**src/dpp_pkg.sv**
```systemverilog
// Purpose: Constants for the DAC power and protection control block
// Assumes: 24-bit serial word, 32-bit APB data
// Notes:   APB offsets and control bit positions are local choices
package dpp_pkg;
    // ------------------------------------------------------------
    // Serial word layout
    // ------------------------------------------------------------
    localparam int       WORD_BITS  = 24;
    localparam int       RW_BIT     = 23;
    localparam int       REG_HI     = 21;
    localparam int       REG_LO     = 19;
    localparam int       ADR_HI     = 18;
    localparam int       ADR_LO     = 16;
    localparam int       DATA_BITS  = 16;
    localparam logic [2:0] REG_DAC  = 3'h0;
    localparam logic [2:0] REG_PWR  = 3'h2;
    localparam logic [2:0] REG_CTL  = 3'h3;
    localparam logic [2:0] ADR_A    = 3'h0;
    localparam logic [2:0] ADR_B    = 3'h2;
    localparam logic [2:0] ADR_BOTH = 3'h4;
    localparam logic [2:0] ADR_SET  = 3'h1;
    localparam logic [2:0] ADR_LOAD = 3'h4;
    // ------------------------------------------------------------
    // Register fields
    // ------------------------------------------------------------
    localparam int PU_POS [2]  = '{0, 2};
    localparam int OC_POS [2]  = '{7, 9};
    localparam int REFERENCE_POWER_UP_BIT_POS  = 4;
    localparam int TSD_POS     = 5;
    localparam int CTL_CLAMP   = 2;
    localparam int CTL_TSD_EN  = 3;
    localparam logic CLAMP_RST = 1'b1;
    // ------------------------------------------------------------
    // Pin synchroniser slots
    // ------------------------------------------------------------
    localparam int S_SCLK = 0;
    localparam int S_SYNC = 1;
    localparam int S_SDI  = 2;
    localparam int S_LOAD = 3;
    localparam int S_OC   = 4;
    localparam int S_OT   = 6;
    localparam int S_SUP  = 7;
    // Reset values equal the idle pin levels, except supply which starts low, so no false edge follows reset
    localparam logic [7:0] SYNC_RST = 8'h0B;
    // ------------------------------------------------------------
    // APB map and interrupt bits
    // ------------------------------------------------------------
    localparam logic [11:0] OFS_PWR  = 12'h000;
    localparam logic [11:0] OFS_CTL  = 12'h004;
    localparam logic [11:0] OFS_ISTA = 12'h008;
    localparam logic [11:0] OFS_IMSK = 12'h00C;
    localparam int IRQ_BITS = 4;
    localparam int IRQ_WORD = 0;
    localparam int IRQ_OC   = 1;
    localparam int IRQ_TSD  = 3;
endpackage

```
**src/dpp_ctrl.sv**
```systemverilog
// Purpose: Power, clamp, fault and serial command logic of a dual DAC
// Assumes: pclk 10 MHz; serial pins and fault detectors are asynchronous
// Notes:   clk_en low freezes all state and stalls APB
//
// The implementer's own choices: the APB register port and the placing of the registers.
`timescale 1ns/1ns
module dpp_ctrl (
    // Clock, reset, enable
    input  wire logic        pclk,
    input  wire logic        presetn,
    input  wire logic        clk_en,
    // APB slave
    input  wire logic        psel,
    input  wire logic        penable,
    input  wire logic        pwrite,
    input  wire logic [11:0] paddr,
    input  wire logic [31:0] pwdata,
    output logic      [31:0] prdata,
    output logic             pready,
    output logic             pslverr,
    output logic             irq,
    // Serial link
    input  wire logic        serial_clock,
    input  wire logic        serial_sync_n,
    input  wire logic        serial_data_input,
    input  wire logic        load_output_strobe_n,
    output logic             serial_data_output,
    // Analog sense
    input  wire logic        supply_good,
    input  wire logic [1:0]  overcurrent_detect,
    input  wire logic        overtemp_detect,
    // Analog control
    output logic      [15:0] dac_code_a,
    output logic      [15:0] dac_code_b,
    output logic      [1:0]  output_clamp,
    output logic      [1:0]  amp_connect,
    output logic             reference_power_up
);
    // ------------------------------------------------------------
    // Pin synchronisers
    // ------------------------------------------------------------
    logic [7:0]  pin_raw;
    logic [7:0]  s1_reg;
    logic [7:0]  s2_reg;
    logic [7:0]  s3_reg;
    logic [7:0]  filt_reg;
    logic [7:0]  filt_d_reg;
    assign pin_raw = {supply_good, overtemp_detect, overcurrent_detect,
                      load_output_strobe_n, serial_data_input, serial_sync_n, serial_clock};

    for (genvar i = 0; i < 8; i++) begin : g_sync
        always_ff @(posedge pclk or negedge presetn) begin
            if (!presetn) begin
                s1_reg[i]     <= dpp_pkg::SYNC_RST[i];
                s2_reg[i]     <= dpp_pkg::SYNC_RST[i];
                s3_reg[i]     <= dpp_pkg::SYNC_RST[i];
                filt_reg[i]   <= dpp_pkg::SYNC_RST[i];
                filt_d_reg[i] <= dpp_pkg::SYNC_RST[i];
            end else if (clk_en) begin
                s1_reg[i]     <= pin_raw[i];
                s2_reg[i]     <= s1_reg[i];
                s3_reg[i]     <= s2_reg[i];
                // Only a level seen twice counts, so a one-cycle glitch never lands
                if (s2_reg[i] == s3_reg[i]) begin
                    filt_reg[i] <= s3_reg[i];
                end
                filt_d_reg[i] <= filt_reg[i];
            end
        end
    end

    // ------------------------------------------------------------
    // Serial framing
    // ------------------------------------------------------------
    logic        sclk_fall;
    logic        sclk_rise;
    logic        sync_start;
    logic        sync_end;
    logic        in_frame;
    logic        word_done;
    logic        load_fall;
    logic        load_low;
    logic [23:0] shift_reg;
    logic [4:0]  bit_cnt_reg;
    logic [23:0] rd_shift_reg;
    logic [23:0] rb_reg;
    assign in_frame   = ~filt_reg[dpp_pkg::S_SYNC];
    assign sclk_fall  = filt_d_reg[dpp_pkg::S_SCLK] & ~filt_reg[dpp_pkg::S_SCLK];
    assign sclk_rise  = ~filt_d_reg[dpp_pkg::S_SCLK] & filt_reg[dpp_pkg::S_SCLK];
    assign sync_start = filt_d_reg[dpp_pkg::S_SYNC] & in_frame;
    assign sync_end   = ~filt_d_reg[dpp_pkg::S_SYNC] & ~in_frame;
    assign word_done  = sync_end & (bit_cnt_reg == 5'(dpp_pkg::WORD_BITS));
    assign load_low   = ~filt_reg[dpp_pkg::S_LOAD];
    assign load_fall  = filt_d_reg[dpp_pkg::S_LOAD] & load_low;
    assign serial_data_output = rd_shift_reg[23];

    // ------------------------------------------------------------
    // Word decode
    // ------------------------------------------------------------
    logic        w_rd;
    logic [2:0]  w_reg;
    logic [2:0]  w_adr;
    logic [15:0] w_data;
    logic        wr_dac;
    logic        wr_pwr;
    logic        wr_set;
    logic        wr_load;
    assign w_rd    = shift_reg[dpp_pkg::RW_BIT];
    assign w_reg   = shift_reg[dpp_pkg::REG_HI:dpp_pkg::REG_LO];
    assign w_adr   = shift_reg[dpp_pkg::ADR_HI:dpp_pkg::ADR_LO];
    assign w_data  = shift_reg[dpp_pkg::DATA_BITS-1:0];
    assign wr_dac  = word_done & ~w_rd & (w_reg == dpp_pkg::REG_DAC);
    assign wr_pwr  = word_done & ~w_rd & (w_reg == dpp_pkg::REG_PWR);
    assign wr_set  = word_done & ~w_rd & (w_reg == dpp_pkg::REG_CTL)
                   & (w_adr == dpp_pkg::ADR_SET);
    assign wr_load = word_done & ~w_rd & (w_reg == dpp_pkg::REG_CTL)
                   & (w_adr == dpp_pkg::ADR_LOAD);

    // ------------------------------------------------------------
    // Global state
    // ------------------------------------------------------------
    logic        valid_reg;
    logic        clamp_en_reg;
    logic        tsd_en_reg;
    logic        tsd_flag_reg;
    logic        ref_pu_reg;
    logic        therm_trip;
    logic [1:0]  pu_reg;
    logic [1:0]  oc_flag_reg;
    logic [1:0]  oc_flag_next;
    logic [1:0]  oc_now;
    logic [15:0] dac_in_reg [2];
    logic [15:0] dac_out_reg [2];
    logic [15:0] pwr_word;
    logic [15:0] rb_data;
    assign oc_now     = filt_reg[dpp_pkg::S_OC +: 2];
    assign therm_trip = tsd_en_reg & filt_reg[dpp_pkg::S_OT];

    always_ff @(posedge pclk or negedge presetn) begin
        if (!presetn) begin
            valid_reg    <= 1'b0;
            clamp_en_reg <= dpp_pkg::CLAMP_RST;
            tsd_en_reg   <= 1'b0;
            tsd_flag_reg <= 1'b0;
            ref_pu_reg   <= 1'b0;
        end else if (clk_en) begin
            // Dropping supply re-arms the power-up clamp
            valid_reg <= filt_reg[dpp_pkg::S_SUP] & (valid_reg | wr_dac);
            if (wr_set) begin
                clamp_en_reg <= w_data[dpp_pkg::CTL_CLAMP];
                tsd_en_reg   <= w_data[dpp_pkg::CTL_TSD_EN];
            end
            // Alert stays until the power register is rewritten; a new trip wins
            tsd_flag_reg <= therm_trip | (tsd_flag_reg & ~wr_pwr);
            if (wr_pwr) begin
                ref_pu_reg <= w_data[dpp_pkg::REFERENCE_POWER_UP_BIT_POS];
            end
        end
    end

    // ------------------------------------------------------------
    // Per-channel power, fault and output
    // ------------------------------------------------------------
    for (genvar c = 0; c < 2; c++) begin : g_ch
        logic        hit;
        logic        trip;
        logic        revive;
        logic        upd;
        logic [15:0] in_next;
        assign hit     = wr_dac & ((w_adr == (c == 0 ? dpp_pkg::ADR_A : dpp_pkg::ADR_B))
                       | (w_adr == dpp_pkg::ADR_BOTH));
        assign trip    = oc_now[c] & ~clamp_en_reg & pu_reg[c];
        assign revive  = wr_pwr & w_data[dpp_pkg::PU_POS[c]];
        assign in_next = hit ? w_data : dac_in_reg[c];
        assign upd     = load_fall | wr_load | (hit & load_low);
        // Clamp mode tracks the short; auto mode holds the flag until revived
        assign oc_flag_next[c] = oc_now[c] | trip
                               | (~clamp_en_reg & oc_flag_reg[c] & ~revive);
        assign output_clamp[c] = ~valid_reg | ~pu_reg[c];
        assign amp_connect[c]  = ~output_clamp[c];

        always_ff @(posedge pclk or negedge presetn) begin
            if (!presetn) begin
                pu_reg[c]      <= 1'b0;
                oc_flag_reg[c] <= 1'b0;
                dac_in_reg[c]  <= 16'h0000;
                dac_out_reg[c] <= 16'h0000;
            end else if (clk_en) begin
                // A fault in the same cycle as a power-up write wins
                if (therm_trip | trip) begin
                    pu_reg[c] <= 1'b0;
                end else if (wr_pwr) begin
                    pu_reg[c] <= w_data[dpp_pkg::PU_POS[c]];
                end
                oc_flag_reg[c] <= oc_flag_next[c];
                dac_in_reg[c]  <= in_next;
                if (upd) begin
                    dac_out_reg[c] <= in_next;
                end
            end
        end
    end
    assign dac_code_a         = dac_out_reg[0];
    assign dac_code_b         = dac_out_reg[1];
    assign reference_power_up = ref_pu_reg;

    // ------------------------------------------------------------
    // Readback
    // ------------------------------------------------------------
    always_comb begin
        pwr_word = 16'h0000;
        pwr_word[dpp_pkg::PU_POS[0]] = pu_reg[0];
        pwr_word[dpp_pkg::PU_POS[1]] = pu_reg[1];
        pwr_word[dpp_pkg::OC_POS[0]] = oc_flag_reg[0];
        pwr_word[dpp_pkg::OC_POS[1]] = oc_flag_reg[1];
        pwr_word[dpp_pkg::REFERENCE_POWER_UP_BIT_POS] = ref_pu_reg;
        pwr_word[dpp_pkg::TSD_POS] = tsd_flag_reg;
        rb_data = 16'h0000;
        if (w_reg == dpp_pkg::REG_DAC) begin
            rb_data = dac_in_reg[w_adr == dpp_pkg::ADR_B];
        end else if (w_reg == dpp_pkg::REG_PWR) begin
            rb_data = pwr_word;
        end else if (w_reg == dpp_pkg::REG_CTL) begin
            rb_data[dpp_pkg::CTL_CLAMP]  = clamp_en_reg;
            rb_data[dpp_pkg::CTL_TSD_EN] = tsd_en_reg;
        end
    end

    always_ff @(posedge pclk or negedge presetn) begin
        if (!presetn) begin
            shift_reg    <= 24'h000000;
            bit_cnt_reg  <= 5'h00;
            rd_shift_reg <= 24'h000000;
            rb_reg       <= 24'h000000;
        end else if (clk_en) begin
            if (sync_start) begin
                bit_cnt_reg  <= 5'h00;
                rd_shift_reg <= rb_reg;
            end else if (in_frame & sclk_fall) begin
                shift_reg <= {shift_reg[22:0], filt_reg[dpp_pkg::S_SDI]};
                // Count past 24 so that an overlong word is refused too
                if (bit_cnt_reg != 5'(dpp_pkg::WORD_BITS + 1)) begin
                    bit_cnt_reg <= bit_cnt_reg + 5'h01;
                end
            end else if (in_frame & sclk_rise & (bit_cnt_reg != 5'h00)) begin
                rd_shift_reg <= {rd_shift_reg[22:0], 1'b0};
            end
            // A read request is answered in the next frame only
            if (word_done) begin
                rb_reg <= w_rd ? {shift_reg[23:16], rb_data} : 24'h000000;
            end
        end
    end

    // ------------------------------------------------------------
    // APB registers and interrupt
    // ------------------------------------------------------------
    logic [3:0]  ista_reg;
    logic [3:0]  imsk_reg;
    logic [3:0]  events;
    logic [31:0] rd_mux;
    logic        sel_pwr;
    logic        sel_ctl;
    logic        sel_ista;
    logic        sel_imsk;
    logic        apb_wr;
    logic [31:0] prdata_reg;
    assign sel_pwr  = paddr == dpp_pkg::OFS_PWR;
    assign sel_ctl  = paddr == dpp_pkg::OFS_CTL;
    assign sel_ista = paddr == dpp_pkg::OFS_ISTA;
    assign sel_imsk = paddr == dpp_pkg::OFS_IMSK;
    assign apb_wr   = psel & penable & pwrite & clk_en;
    assign pready   = clk_en;
    assign pslverr  = psel & penable & ~(sel_pwr | sel_ctl | sel_ista | sel_imsk);
    assign prdata   = prdata_reg;
    assign events   = {therm_trip & ~tsd_flag_reg, oc_flag_next & ~oc_flag_reg, word_done};
    assign rd_mux   = sel_pwr  ? {16'h0000, pwr_word}
                    : sel_ctl  ? {28'h0000000, tsd_en_reg, clamp_en_reg, 2'h0}
                    : sel_ista ? {28'h0000000, ista_reg}
                    : sel_imsk ? {28'h0000000, imsk_reg} : 32'h00000000;
    assign irq      = |(ista_reg & imsk_reg);

    always_ff @(posedge pclk or negedge presetn) begin
        if (!presetn) begin
            ista_reg   <= 4'h0;
            imsk_reg   <= 4'h0;
            prdata_reg <= 32'h00000000;
        end else if (clk_en) begin
            // New events win over a write-one-to-clear in the same cycle
            ista_reg <= events | (ista_reg & ~((apb_wr & sel_ista) ? pwdata[3:0] : 4'h0));
            if (apb_wr & sel_imsk) begin
                imsk_reg <= pwdata[3:0];
            end
            if (psel & ~penable) begin
                prdata_reg <= rd_mux;
            end
        end
    end
endmodule

```
**config.mk**
```make
export PLATFORM = sky130hd
export DESIGN_NAME = dpp_ctrl
export DESIGN_NICKNAME = d
export VERILOG_FILES = /design/src/dpp_pkg.sv /design/src/dpp_ctrl.sv
export SDC_FILE = /design/constraint.sdc
export NUM_CORES = 1
export LEC_CHECK = 0
export ABC_CLOCK_PERIOD_IN_PS = 4450
export BUFFER_PORTS_ARGS = -buffer_cell sky130_fd_sc_hd__buf_2
export CAP_MARGIN = 20
export CORE_MARGIN = 2
export CORE_UTILIZATION = 30
export CTS_CLUSTER_SIZE = 10
export DETAILED_ROUTE_END_ITERATION = 10
export PLACE_DENSITY = 0.55
export SYNTH_ARGS = -nofsm -noshare
export SYNTH_HDL_FRONTEND = slang
export SYNTH_SLANG_ARGS = --single-unit
export TNS_END_PERCENT = 20
```
**constraint.sdc**
```tcl
create_clock -name pclk -period 4.45 [get_ports pclk]
set_input_delay 0.2225 -clock pclk [delete_from_list [all_inputs] [get_ports pclk]]
set_output_delay 0.2225 -clock pclk [all_outputs]
set_load 0.01 [all_outputs]
```
==> run metrics <==
die extent in x=179 microns; number of DRC markers in iteration 0=283; Slew Limit Headroom=0.297; Die Ht=179 microns; overall power=4.97 mW; GRT overflow=0; CP endpoint kind=register; reg2reg start=bit_cnt_reg[0]; core area=29900 sq um; max FFs per register=32; slowest cell on the critical path=a21boi_4; PostCTS Resize Cnt=0; GR Util met1=0.184; fmax=0.329 GHz; Arr. time, crit path=3.42 ns; cts bufs inserted=24; RSZ-0062 raised after global routing=no; Peak supply drop=0.254 mV; met3 GRT Util=0.0157; Yosys top cell by area=dfrtp_1; Clock Sinks=201; Mapped Area=9150 sq um; Worst-Margin Slew=1.05 ns; Final Cell Area=10700 sq um; Pleak=5.00 nW; first-pass GRT wire length=32.8 mm; sequential area share after synthesis=0.552; synth warn=0; clock skew=0.0170 ns; Area contributors post-synth=dfrtp_1 51%, mux2_2 16%, dfstp_2 4.6%; Routed WL=19.9 mm; async set-reset flop share out of synthesis=1.00; drt pass-1 iters=4; hold-critical path depth=3; die area=31900 sq um; fin crit period=3.04 ns; status=finished clean; Main synth FF type=dfrtp_1; cell chain of the critical path=inv_1, ha_1, nand4bb_4, or3_1, nor3_4, buf_4, a21boi_4, mux2_2; via count=5921; global-route usage over all layers=0.128; Register-to-Register Setup Slack=1.41 ns; clk_lat worst skew=0.51 ns; number of global-route vias before repair=6102; Nets=918; share of the synthesized area in the top cell type=0.506; Worst-path clk slew=0.06 ns; Tcrit/Tclk final=0.682; Cell Pwr Density=463 nW/um^2; met2 usage=0.204; area delta synth->final=17.4%; layout cells sized above 1=0.334; CP max stage delay=0.72 ns; Synth cell types=49; PortBufs=78; WHS Endpoint=prdata[1]; post-route setup TNS=0 ns; Hold Slack=0.0711 ns; # DRC=0; CP Launch Type=register; post-synthesis cell count=771; syn avg cell area=11.9 sq um; max-cap check violation count=0; routed len/inst=15.9 microns; Crit Path Max Fanout=17; site row count=63; CTS H-tree lvls=1; Max clock buf depth=3; Worst Hold Class=in2reg; placement-stage cell area=9880 sq um; worst r2r dst=dac_code_b[15]; root buffer cell=clkbuf_16; R2R depth=8; largest net degree at the start of global routing=126; CTS tree=done; count leader, synth=dfrtp_1; IO Pins=131; EDFF count, synth=0; Placer Congestion=0.769; via density per instance=4.71; Post-CTS Setup Bufs=0; Initial Util=0.306; kind of critical path=reg2reg; Hold Path Origin=paddr[3]; initial antenna violation count=0; WP data required=4.84 ns; Antenna Nets Post-Route=0; post-synthesis register bit count=201; Max Slew Vio Count=0; Final setup viols=0; top post-synthesis cells by count=185 x dfrtp_1, 132 x mux2_2, 74 x nand2_1; Hold Violations, Final=0; dpl hpwl=12.7 mm; # diodes=0; GRT busiest layer=met2
-- metrics by stage --
step	cells	utilization	setup WS, ns
2_1_floorplan	794	-	2.00
3_3_place_gp	1205	0.331	1.44
3_5_place_dp	1205	0.331	1.39
4_1_cts	1256	0.360	1.38
5_1_grt	1256	0.360	1.23
6_report	1256	0.360	1.41
-- power by group --
group	total, mW	internal, mW	leakage [nW]	switching [mW]
Combinational	0.836	0.372	2.08	0.463
Sequential	2.34	2.10	2.58	0.242
Clock	1.80	1.08	0.339	0.712
Total	4.97	3.56	5.00	1.42
-- worst max-delay path: cells and delay by family, from the launching register on --
kind,cells,cell delay (ns)
and+or+nand+nor,3,0.75
AOI/OAI and AO/OA,1,0.72
muxes,1,0.41
adders and majority gates,1,0.24
buffers and inverters,2,0.33
DFF,1,0.43
-- worst max path at each step --
| stage | startpoint | endpoint | slack (ns) | cells after the start |
|---|---|---|---|---|
| floorplan | bit_cnt_reg[0] | dac_in_reg[10] | 2.00 | 8 |
| global placement | bit_cnt_reg[0] | dac_code_b[4] | 1.44 | 8 |
| detailed placement | bit_cnt_reg[0] | dac_code_b[15] | 1.39 | 8 |
| CTS | bit_cnt_reg[0] | dac_code_b[15] | 1.38 | 8 |
| global route | bit_cnt_reg[0] | dac_code_b[15] | 1.23 | 8 |
| finish | bit_cnt_reg[0] | dac_code_b[15] | 1.41 | 8 |
-- what timing repair did --
action / 4_1_cts / 5_1_grt
hold endpoints to repair: 77 / 0
endpoints found under the setup margin: 0 / 0
hold buffers: 16 / 0
-- logic make-up (layout without fill, tap and decap cells) --
family,count (synthesis),count (layout),synth area share
other,1,24,0.000410
muxes,183,183,0.225
xor gates and xnor gates,4,4,0.00383
buffers and inverters,88,160,0.0487
and+or+nand+nor,156,156,0.0837
DFF,201,201,0.552
AOI/OAI and AO/OA,135,135,0.0824
adders and majority gates,3,3,0.00410
-- cell type report --
class	instances	area, sq um
Tap cell	390	488
Clock buffer	34	669
Sequential cell	201	5050
Clock inverter	1	30.0
Fill cell	2934	19100
Inverter	22	82.6
Timing Repair Buffer	103	639
Multi-Input combinational cell	505	3780
-- metal layers --
layer  up-vias  wire [microns]  share of wire
met5         -               0              0
li1       2840               -              -
met4         0             404          0.020
met3        33             522          0.026
met2        95            9120           0.46
met1      2953            9880           0.50
-- cells in the final DEF, fill, tap and decap left out, types with 3 or more instances in the layout --
master / Yosys / layout
a21oi_1: 45 / 45
a22o_1: 5 / 5
a22oi_1: 4 / 4
a31oi_1: 5 / 5
buf_2: 11 / 77
buf_4: 25 / 8
clkbuf_1: 26 / 8
clkbuf_16: 0 / 25
conb_1: 1 / 24
dfrtp_1: 185 / 185
dfstp_2: 16 / 16
dlygate4sd3_1: 0 / 16
ha_1: 3 / 3
inv_1: 22 / 22
mux2_2: 132 / 132
mux2_4: 10 / 10
mux2i_1: 40 / 40
nand2_1: 74 / 74
nand3_1: 4 / 4
nand4_1: 5 / 5
nor2_1: 37 / 37
nor3_1: 6 / 5
nor3_4: 2 / 3
nor4_1: 3 / 3
o21ai_0: 66 / 66
o31ai_1: 5 / 5
or3_1: 4 / 4
(Power assumes the default switching activity.)
